`src/fcso_pkg.sv`:
```
// package for flash clock ratio and option register block
package fcso_pkg;
   // register byte addresses
   localparam logic [11:0] FCSO_CLKDIV_OFS = 12'h000;
   localparam logic [11:0] FCSO_OPTS_OFS = 12'h004;
   localparam logic [11:0] FCSO_KEYCTL_OFS = 12'h008;
   localparam logic [11:0] FCSO_KEYDAT_OFS = 12'h00C;
   localparam logic [11:0] FCSO_STAT_OFS = 12'h010;
   // clock ratio register fields
   localparam int FCSO_LOADED_BIT = 7;
   localparam int FCSO_PRESCALE_BIT = 6;
   localparam int FCSO_RATIO_MSB = 5;
   localparam logic [6:0] FCSO_CLKDIV_RST = 7'h00;
   localparam int FCSO_PRESCALE_DIV = 8;
   // option register fields
   localparam int FCSO_UNLOCK_ALLOW_BIT = 7;
   localparam int FCSO_REMAP_OFF_BIT = 6;
   localparam logic [7:0] FCSO_OPT_MASK = 8'hC3;
   localparam logic [1:0] FCSO_UNSECURED_CODE = 2'h2;
   // key handling
   localparam int FCSO_KEY_BYTES = 8;
   localparam int FCSO_KEY_MODE_BIT = 0;
   // status register fields
   localparam int FCSO_STAT_SECURE_BIT = 0;
   localparam int FCSO_STAT_PGM_OK_BIT = 1;
   localparam int FCSO_STAT_KEYCNT_LSB = 4;
   // timing limit on one flash timing clock cycle
   localparam real FCSO_PULSE_MAX_US = 6.7;
endpackage : fcso_pkg

```
`src/fcso_ctrl.sv`:
```
// flash clock ratio, option register and backdoor unlock logic
`timescale 1ns/1ps
`default_nettype none
// Summary of operation
// - byte registers; option copies loaded at reset
// - eight-byte stored unlock key kept
// - loaded flag read-only; low bits write-once
// - loaded flag cleared by reset, set first write
// - erase/program blocked until flag set
// - prescale bit selects bus or bus/8
// - timing clock divides by ratio plus one
// - timing pulse is one bus clock, once per timing clock cycle
// - option register loaded only during reset
// - unlock allow zero disables backdoor unlock
// - key writes only from secured firmware
// - matching eight ordered bytes unsecure until reset
// - remap-off bit disables vector redirection
// - code 1:0 unsecured, others secure
// - secure denies memory to unsecured sources
// - key match or blank check sets 1:0
// - key mode steers key writes vs commands
module fcso_ctrl import fcso_pkg::*; #(
   parameter int KEY_BYTES = FCSO_KEY_BYTES
) (
   // clock and reset
   input wire logic sys_clk,
   input wire logic nrst,
   // apb slave
   input wire logic psel,
   input wire logic penable,
   input wire logic pwrite,
   input wire logic [11:0] paddr,
   input wire logic [31:0] pwdata,
   output logic [31:0] prdata,
   output logic pready,
   output logic pslverr,
   // nonvolatile contents
   input wire logic [7:0] stored_option_byte,
   input wire logic [7:0] stored_protect_byte,
   input wire logic [63:0] stored_unlock_key,
   // system side
   input wire logic access_from_secure,
   input wire logic blank_check_pass,
   input wire logic mem_access_req,
   input wire logic mem_access_unsecured,
   // outputs
   output logic flash_timing_clock,
   output logic timing_pulse,
   output logic pgm_erase_enable,
   output logic [7:0] working_protect_reg,
   output logic vector_remap_off,
   output logic secure_state,
   output logic mem_access_grant,
   output logic flash_cmd_start
);
   logic [6:0] clkdiv_q, clkdiv_d;
   logic ratio_loaded_flag_q;
   logic [7:0] opts_q;
   logic [1:0] lock_state_code_q, lock_state_code_d;
   logic in_reset_q;
   logic key_write_mode_q;
   logic [3:0] key_idx_q;
   logic key_ok_q;
   logic [2:0] pre_cnt_q;
   logic [5:0] div_cnt_q;
   logic tclk_q, pulse_q, cmd_q;
   logic [9:0] gap_q;
   logic gap_seen_q;

   // bus decode
   wire acc = psel & penable;
   wire wr = acc & pwrite;
   wire hit_div = paddr == FCSO_CLKDIV_OFS;
   wire hit_opt = paddr == FCSO_OPTS_OFS;
   wire hit_kctl = paddr == FCSO_KEYCTL_OFS;
   wire hit_kdat = paddr == FCSO_KEYDAT_OFS;
   wire hit_stat = paddr == FCSO_STAT_OFS;
   wire mapped = hit_div | hit_opt | hit_kctl | hit_kdat | hit_stat;
   assign pready = 1'b1;
   assign pslverr = acc & ~mapped;

   wire [7:0] clkdiv_rd = {ratio_loaded_flag_q, clkdiv_q};
   wire [7:0] opt_rd = {opts_q[7:6], 4'h0, lock_state_code_q};
   wire [7:0] stat_rd = {key_idx_q, 2'h0, ratio_loaded_flag_q, secure_state};
   wire [7:0] rd_byte = hit_div ? clkdiv_rd :
                        hit_opt ? opt_rd :
                        hit_kctl ? {7'h00, key_write_mode_q} :
                        hit_stat ? stat_rd : 8'h00;

   wire div_wr = wr & hit_div & ~ratio_loaded_flag_q;
   assign clkdiv_d = div_wr ? pwdata[6:0] : clkdiv_q;

   // key stream
   wire kdat_wr = wr & hit_kdat;
   wire kctl_wr = wr & hit_kctl;
   wire key_wr = kdat_wr & key_write_mode_q & access_from_secure;
   wire [7:0] key_exp = stored_unlock_key[8*key_idx_q[2:0] +: 8];
   wire byte_ok = pwdata[7:0] == key_exp;
   wire key_done = key_idx_q == 4'(KEY_BYTES);
   // all eight matched on leaving key mode
   wire unlock = kctl_wr & key_write_mode_q & ~pwdata[FCSO_KEY_MODE_BIT] & key_done
                 & key_ok_q & opts_q[FCSO_UNLOCK_ALLOW_BIT];
   assign lock_state_code_d = (unlock | blank_check_pass) ? FCSO_UNSECURED_CODE
                                                          : lock_state_code_q;

   // loaded flag set on first write
   always_ff @(posedge sys_clk) begin
      if (!nrst) begin
         ratio_loaded_flag_q <= 1'b0;
         clkdiv_q <= FCSO_CLKDIV_RST;
      end else begin
         clkdiv_q <= clkdiv_d;
         if (wr & hit_div) begin
            ratio_loaded_flag_q <= 1'b1;
         end
      end
   end

   always_ff @(posedge sys_clk) begin
      in_reset_q <= ~nrst;
      if (!nrst || in_reset_q) begin
         opts_q <= stored_option_byte & FCSO_OPT_MASK;
         working_protect_reg <= stored_protect_byte;
      end
   end

   always_ff @(posedge sys_clk) begin
      if (!nrst || in_reset_q) begin
         lock_state_code_q <= stored_option_byte[1:0];
      end else begin
         lock_state_code_q <= lock_state_code_d;
      end
   end

   always_ff @(posedge sys_clk) begin
      if (!nrst) begin
         key_write_mode_q <= 1'b0;
         key_idx_q <= 4'h0;
         key_ok_q <= 1'b1;
         cmd_q <= 1'b0;
      end else begin
         cmd_q <= kdat_wr & ~key_write_mode_q & ratio_loaded_flag_q;
         if (kctl_wr) begin
            key_write_mode_q <= pwdata[FCSO_KEY_MODE_BIT];
            key_idx_q <= 4'h0;
            key_ok_q <= 1'b1;
         end else if (key_wr) begin
            if (key_done) begin
               key_ok_q <= 1'b0;
            end else begin
               key_idx_q <= key_idx_q + 4'h1;
               key_ok_q <= key_ok_q & byte_ok;
            end
         end
      end
   end

   wire pre_tick = ~clkdiv_q[FCSO_PRESCALE_BIT] |
                   (pre_cnt_q == 3'(FCSO_PRESCALE_DIV - 1));
   wire div_wrap = pre_tick & (div_cnt_q == clkdiv_q[FCSO_RATIO_MSB:0]);
   // timing clock high for first half
   wire tclk_high = div_cnt_q <= {1'b0, clkdiv_q[FCSO_RATIO_MSB:1]};
   always_ff @(posedge sys_clk) begin
      if (!nrst || !ratio_loaded_flag_q) begin
         pre_cnt_q <= 3'h0;
         div_cnt_q <= 6'h00;
         tclk_q <= 1'b0;
         pulse_q <= 1'b0;
      end else begin
         pre_cnt_q <= pre_tick ? 3'h0 : pre_cnt_q + 3'h1;
         pulse_q <= div_wrap;
         tclk_q <= tclk_high;
         if (div_wrap) begin
            div_cnt_q <= 6'h00;
         end else if (pre_tick) begin
            div_cnt_q <= div_cnt_q + 6'h01;
         end
      end
   end

   always_ff @(posedge sys_clk) begin
      if (!nrst) begin
         prdata <= 32'h0000_0000;
      end else if (psel & ~penable & ~pwrite) begin
         prdata <= {24'h00_0000, rd_byte};
      end
   end

   assign timing_pulse = pulse_q;
   assign flash_timing_clock = tclk_q;
   assign pgm_erase_enable = ratio_loaded_flag_q;
   assign flash_cmd_start = cmd_q;
   assign vector_remap_off = opts_q[FCSO_REMAP_OFF_BIT];
   assign secure_state = lock_state_code_q != FCSO_UNSECURED_CODE;
   assign mem_access_grant = mem_access_req & ~(secure_state & mem_access_unsecured);

   // assertions
   // helper: cycles since last pulse
   wire [9:0] ratio_p1 = {4'h0, clkdiv_q[FCSO_RATIO_MSB:0]} + 10'h001;
   wire [9:0] gap_exp = clkdiv_q[FCSO_PRESCALE_BIT] ? {ratio_p1[6:0], 3'h0} : ratio_p1;
   always_ff @(posedge sys_clk) begin
      if (!nrst || !ratio_loaded_flag_q) begin
         gap_q <= 10'h000;
         gap_seen_q <= 1'b0;
      end else if (pulse_q) begin
         gap_q <= 10'h001;
         gap_seen_q <= 1'b1;
      end else begin
         gap_q <= gap_q + 10'h001;
      end
   end
   property p_loaded_sticky;
      @(posedge sys_clk) disable iff (!nrst) ratio_loaded_flag_q |=> ratio_loaded_flag_q;
   endproperty
   a_loaded_sticky: assert property (p_loaded_sticky) else $error("loaded flag fell");
   property p_first_write;
      @(posedge sys_clk) disable iff (!nrst)
         (wr & hit_div & ~ratio_loaded_flag_q) |=> ratio_loaded_flag_q && clkdiv_q == $past(pwdata[6:0]);
   endproperty
   a_first_write: assert property (p_first_write) else $error("first ratio write lost");
   property p_write_once;
      @(posedge sys_clk) disable iff (!nrst) ratio_loaded_flag_q |=> $stable(clkdiv_q);
   endproperty
   a_write_once: assert property (p_write_once) else $error("ratio changed twice");
   property p_no_pgm;
      @(posedge sys_clk) disable iff (!nrst) ~ratio_loaded_flag_q |-> ~pgm_erase_enable && ~flash_cmd_start;
   endproperty
   a_no_pgm: assert property (p_no_pgm) else $error("program allowed early");
   property p_unsec;
      @(posedge sys_clk) disable iff (!nrst)
         ((unlock | blank_check_pass) && !in_reset_q) |=> ~secure_state;
   endproperty
   a_unsec: assert property (p_unsec) else $error("unlock ignored");
   property p_backdoor_unlock_allow;
      @(posedge sys_clk) disable iff (!nrst)
         (!opts_q[FCSO_UNLOCK_ALLOW_BIT] && secure_state && !blank_check_pass && !in_reset_q)
            |=> secure_state;
   endproperty
   a_backdoor_unlock_allow: assert property (p_backdoor_unlock_allow) else $error("unlock without allow");
   property p_deny;
      @(posedge sys_clk) disable iff (!nrst)
         (secure_state & mem_access_unsecured) |-> ~mem_access_grant;
   endproperty
   a_deny: assert property (p_deny) else $error("secure access leaked");
   property p_opt_stable;
      @(posedge sys_clk) disable iff (!nrst || in_reset_q) $stable(opts_q);
   endproperty
   a_opt_stable: assert property (p_opt_stable) else $error("options changed");
   property p_pulse_gap;
      @(posedge sys_clk) disable iff (!nrst)
         (pulse_q && !clkdiv_q[FCSO_PRESCALE_BIT] && clkdiv_q[5:0] == 6'h01) |=> !pulse_q ##1 pulse_q;
   endproperty
   a_pulse_gap: assert property (p_pulse_gap) else $error("pulse period wrong");
   c_unlock: cover property (@(posedge sys_clk) unlock);
   c_loaded: cover property (@(posedge sys_clk) $rose(ratio_loaded_flag_q));
   property p_loaded_clear;
      @(posedge sys_clk) disable iff (!nrst)
         in_reset_q |-> !ratio_loaded_flag_q && clkdiv_q == FCSO_CLKDIV_RST;
   endproperty
   a_loaded_clear: assert property (p_loaded_clear) else $error("loaded flag not cleared");
   property p_cmd_start;
      @(posedge sys_clk) disable iff (!nrst)
         (kdat_wr && !key_write_mode_q && ratio_loaded_flag_q) |=> flash_cmd_start;
   endproperty
   a_cmd_start: assert property (p_cmd_start) else $error("command not started");
   property p_key_no_cmd;
      @(posedge sys_clk) disable iff (!nrst) (kdat_wr && key_write_mode_q) |=> !flash_cmd_start;
   endproperty
   a_key_no_cmd: assert property (p_key_no_cmd) else $error("key write started command");
   property p_pulse_period;
      @(posedge sys_clk) disable iff (!nrst) (pulse_q && gap_seen_q) |-> gap_q == gap_exp;
   endproperty
   a_pulse_period: assert property (p_pulse_period) else $error("pulse period wrong");
   property p_tclk_rise;
      @(posedge sys_clk) disable iff (!nrst)
         ($rose(flash_timing_clock) && gap_seen_q) |-> $past(timing_pulse);
   endproperty
   a_tclk_rise: assert property (p_tclk_rise) else $error("timing clock off pulse");
   property p_protect;
      @(posedge sys_clk) disable iff (!nrst) !in_reset_q |=> $stable(working_protect_reg);
   endproperty
   a_protect: assert property (p_protect) else $error("protect copy changed");
   c_pulse: cover property (@(posedge sys_clk) timing_pulse);
   c_cmd: cover property (@(posedge sys_clk) flash_cmd_start);
   c_blank: cover property (@(posedge sys_clk) blank_check_pass && secure_state);
endmodule : fcso_ctrl
`default_nettype wire

```
`config.mk`:
```
export PLATFORM = sky130hd
export DESIGN_NAME = fcso_ctrl
export DESIGN_NICKNAME = d
export VERILOG_FILES = /design/src/fcso_pkg.sv /design/src/fcso_ctrl.sv
export SDC_FILE = /design/constraint.sdc
export NUM_CORES = 1
export LEC_CHECK = 0
export BUFFER_PORTS_ARGS = -buffer_cell sky130_fd_sc_hd__buf_2
export CAP_MARGIN = 20
export CORE_MARGIN = 5
export CORE_UTILIZATION = 47
export CTS_CLUSTER_DIAMETER = 50
export CTS_CLUSTER_SIZE = 10
export DETAILED_ROUTE_END_ITERATION = 10
export PLACE_DENSITY_LB_ADDON = 0.05
export SLEW_MARGIN = 5
export SYNTH_ARGS = -nofsm -noshare
export SYNTH_HDL_FRONTEND = slang
export SYNTH_SLANG_ARGS = --single-unit
```
`constraint.sdc`:
```
create_clock -name sys_clk -period 5.74 [get_ports sys_clk]
set_input_delay 0.574 -clock sys_clk [delete_from_list [all_inputs] [get_ports sys_clk]]
set_output_delay 0.574 -clock sys_clk [all_outputs]
set_load 0.1 [all_outputs]
```
==> impl_metrics.prom <==
# TYPE chip_impl_metric gauge
chip_impl_info{name="status",value="finished clean"} 1
chip_impl_metric{name="clk_latency",unit="ns"} 0.30
chip_impl_info{name="top_usage_layer",value="met2"} 1
chip_impl_info{name="crit_path_top_delay_cell",value="dfxtp_1"} 1
chip_impl_metric{name="wl",unit="mm"} 7.22
chip_impl_metric{name="critical_path_required",unit="ns"} 5.96
chip_impl_metric{name="critical-path-max-stage-delay",unit="ns"} 0.80
chip_impl_metric{name="placed_area",unit="um2"} 3590
chip_impl_metric{name="share_of_the_clock_period_used_by_the_worst_path",unit=""} 0.449
chip_impl_metric{name="drtIter0Drc",unit=""} 93
chip_impl_info{name="cp_cell_sequence",value="clkinv_1, ha_1, and3b_1, nor4_2, nand2_1, xor2_1, nor2_1"} 1
chip_impl_metric{name="io-pin-count",unit=""} 182
chip_impl_metric{name="worst_slew_pin_slew",unit="ns"} 0.976
chip_impl_metric{name="use_met2",unit=""} 0.301
chip_impl_metric{name="post_synth_num_cell_types",unit=""} 45
chip_impl_metric{name="final_cell_area",unit="um2"} 3720
chip_impl_metric{name="gp_congestion",unit=""} 0.887
chip_impl_metric{name="timing.critical_path.arrival",unit="ns"} 2.80
chip_impl_metric{name="synth_async_sr_flop_share",unit=""} 0
chip_impl_metric{name="core.rowCount",unit=""} 29
chip_impl_metric{name="fin_skew",unit="ns"} 0.00842
chip_impl_metric{name="finalSetupViolations",unit=""} 0
chip_impl_metric{name="post_route_drc",unit=""} 0
chip_impl_metric{name="die-width",unit="um"} 90.0
chip_impl_metric{name="final_count_of_hold_timing_violations",unit=""} 0
chip_impl_metric{name="syn_to_layout_area_delta",unit="%"} 23.6
chip_impl_metric{name="cts_max_level",unit=""} 2
chip_impl_info{name="worstSetupStartpointType",value="flop"} 1
chip_impl_metric{name="clock-sinks",unit=""} 47
chip_impl_info{name="rsz0062_at_grt",value="false"} 1
chip_impl_metric{name="avgSynthCellArea",unit="um2"} 9.55
chip_impl_metric{name="totalNegativeSetupSlack",unit="ns"} 0
chip_impl_metric{name="placed_wire_length_estimate_after_detailed_placement",unit="mm"} 5.99
chip_impl_metric{name="ys.warnings.count",unit=""} 0
chip_impl_metric{name="num_antenna_cells",unit=""} 0
chip_impl_metric{name="detailroute.via_count",unit=""} 2542
chip_impl_metric{name="gr-usage-met1",unit=""} 0.226
chip_impl_metric{name="routedWlPerCell",unit="um"} 14.1
chip_impl_metric{name="design.core.area",unit="um2"} 6280
chip_impl_metric{name="die_height",unit="um"} 90.0
chip_impl_metric{name="global_route.usage.total",unit=""} 0.175
chip_impl_metric{name="maximum_number_of_pins_on_one_net_before_global_route_repair",unit=""} 21
chip_impl_metric{name="tightest_slew_margin_relative_to_the_limit",unit=""} 0.348
chip_impl_metric{name="leakage",unit="nW"} 1.62
chip_impl_metric{name="final-instance-count-excl-fill",unit=""} 514
chip_impl_info{name="endpoint_type_of_the_worst_setup_path",value="flop"} 1
chip_impl_metric{name="cts_resized",unit=""} 0
chip_impl_metric{name="critPathMaxFanout",unit=""} 17
chip_impl_metric{name="gr-total-overflow",unit=""} 0
chip_impl_info{name="ys.flop_type",value="dfxtp_1"} 1
chip_impl_metric{name="layout-drive-gt1-share",unit=""} 0.341
chip_impl_metric{name="clk_pin_slew",unit="ns"} 0.09
chip_impl_metric{name="detailedRoute.firstPassIterationCount",unit=""} 4
chip_impl_info{name="critical_path_class",value="flop to flop"} 1
chip_impl_metric{name="clock.fmax",unit="GHz"} 0.388
chip_impl_metric{name="floorplan.initialDensity",unit=""} 0.479
chip_impl_info{name="clock_tree.root_cell",value="clkbuf_8"} 1
chip_impl_metric{name="grt_pass1_vias",unit=""} 2547
chip_impl_metric{name="io_buffer_count",unit=""} 128
chip_impl_metric{name="wire_length_of_the_first_global_routing_pass",unit="mm"} 12.1
chip_impl_metric{name="placedCellCount",unit=""} 506
chip_impl_metric{name="grt_antenna_before_repair",unit=""} 0
chip_impl_info{name="hold_path_class",value="flop to flop"} 1
chip_impl_metric{name="power-per-cell-area",unit="nW/um2"} 224
chip_impl_metric{name="synth_seq_cells",unit=""} 47
chip_impl_metric{name="cap_violations",unit=""} 0
chip_impl_metric{name="post-cts-setup-buffers",unit=""} 0
chip_impl_metric{name="finalCriticalPeriod",unit="ns"} 2.58
chip_impl_metric{name="postRouteAntennaNets",unit=""} 0
chip_impl_metric{name="number_of_enable_flip_flop_cells_after_synthesis",unit=""} 12
chip_impl_metric{name="nNetsFinal",unit=""} 579
chip_impl_metric{name="hold_ws",unit="ns"} 0.437
chip_impl_metric{name="drv_slew",unit=""} 0
chip_impl_info{name="cts_tree",value="built"} 1
chip_impl_metric{name="ir_drop",unit="mV"} 0.202
chip_impl_metric{name="cts-root-to-sink-buffers",unit=""} 2
chip_impl_metric{name="synth.yosys.seq_area_share",unit=""} 0.353
chip_impl_metric{name="post_cts_hold_buffer_count",unit=""} 0
chip_impl_metric{name="grt.met3_usage",unit=""} 0.0451
chip_impl_metric{name="syn_inst",unit=""} 315
chip_impl_metric{name="routed_via_density",unit=""} 4.95
chip_impl_metric{name="synth.cell_area",unit="um2"} 3010
chip_impl_metric{name="cts-buffers-inserted",unit=""} 5
chip_impl_metric{name="die_footprint",unit="um2"} 8100
power breakdown:
part | internal, mW | total (mW) | switching [mW]
clock network | 0.176 | 0.281 | 0.106
registers | 0.347 | 0.349 | 0.00226
logic | 0.0461 | 0.201 | 0.155
stage by stage:
stage,utilization,power [mW],setup slack [ns]
2_1_floorplan,-,0.523,1.69
3_3_place_gp,0.567,0.557,3.15
3_5_place_dp,0.571,0.558,3.14
4_1_cts,0.593,0.839,3.14
5_1_grt,0.593,0.864,2.94
6_report,0.593,0.832,3.16
cell usage in the layout, fill, tap and decap left out, drive strengths merged, types with 4 or more instances in the layout:
cell type	n
buf	129
dfxtp	35
nor2	31
mux2i	29
nand2	25
conb	25
a21oi	12
edfxtp	12
nand3	11
nand4	10
xnor2	10
ha	10
nor3	9
mux4	9
inv	8
nor2b	8
xor2	8
o21ai	6
clkbuf	6
nor4	6
nand2b	4
a221oi	4
Yosys cell counts, drive strengths merged, types with 2 or more instances:
cell	n	area [um2]
o21ai	6	30.0
nand3	11	55.1
dfxtp	35	701
clkinv	2	7.51
buf	35	263
nor2b	8	50.1
nand2b	4	25.0
inv	8	30.0
a31o	3	26.3
xnor2	10	87.6
a21oi	12	60.1
mux2i	29	290
a221oi	4	35.0
and3b	2	17.5
conb	2	7.51
nand2	25	93.8
nor3b	2	15.0
nor3	9	50.1
nor2	31	116
and2	3	18.8
clkbuf	3	11.3
xor2	8	70.1
nor4	6	58.8
mux4	9	218
nand4	10	62.6
a22oi	3	22.5
edfxtp	12	360
a22o	3	26.3
ha	10	125
o21a	3	22.5
final timing paths:
check / cells after the start / startpoint / slack (ns) / endpoint
worst max register to register: 7 / key_idx_q[0]$_SDFFE_PP0P_ / 3.16 / key_idx_q[2]$_SDFFE_PP0P_
worst max-delay path: 7 / key_idx_q[0]$_SDFFE_PP0P_ / 3.16 / key_idx_q[2]$_SDFFE_PP0P_
worst min register to register: 1 / pre_cnt_q[0]$_SDFF_PP0_ / 0.44 / pre_cnt_q[0]$_SDFF_PP0_
worst min-delay path: 1 / pre_cnt_q[0]$_SDFF_PP0_ / 0.44 / pre_cnt_q[0]$_SDFF_PP0_
worst max-delay path: cells and delay by family, from the launching register on:
family | cells | cell delay (ns)
buffers and inverters | 1 | 0.40
DFF | 1 | 0.80
and+or+nand+nor | 4 | 0.86
adders and majority gates | 1 | 0.30
xor gates and xnor gates | 1 | 0.15
logic make-up (layout without fill, tap and decap cells):
family                     Yosys count  in the layout  synth area share
AOI/OAI and AO/OA                   37             37            0.0815
xor gates and xnor gates            18             18            0.0524
adders and majority gates           10             10            0.0416
buffers and inverters               48            147             0.104
DFF                                 47             47             0.353
muxes                               38             38             0.169
other                                2             25           0.00250
and+or+nand+nor                    115            115             0.197
routing by layer:
metal / vias to the layer above / part of all wire
li1: 1318 / -
met3: 5 / 0.075
met4: 0 / 0.0032
met5: - / 0
met2: 81 / 0.50
met1: 1138 / 0.42
final cells by class:
cell class                 count  area, um2
clock inverter                 2       60.1
timing repair buffer         129        668
tap                           77       96.3
inverter                      10       37.5
sequential                    47       1060
multi-input combinational    243       1720
clock buffer                   6       73.8
fill                         600       2560
Power figures use the tool's default switching activity.
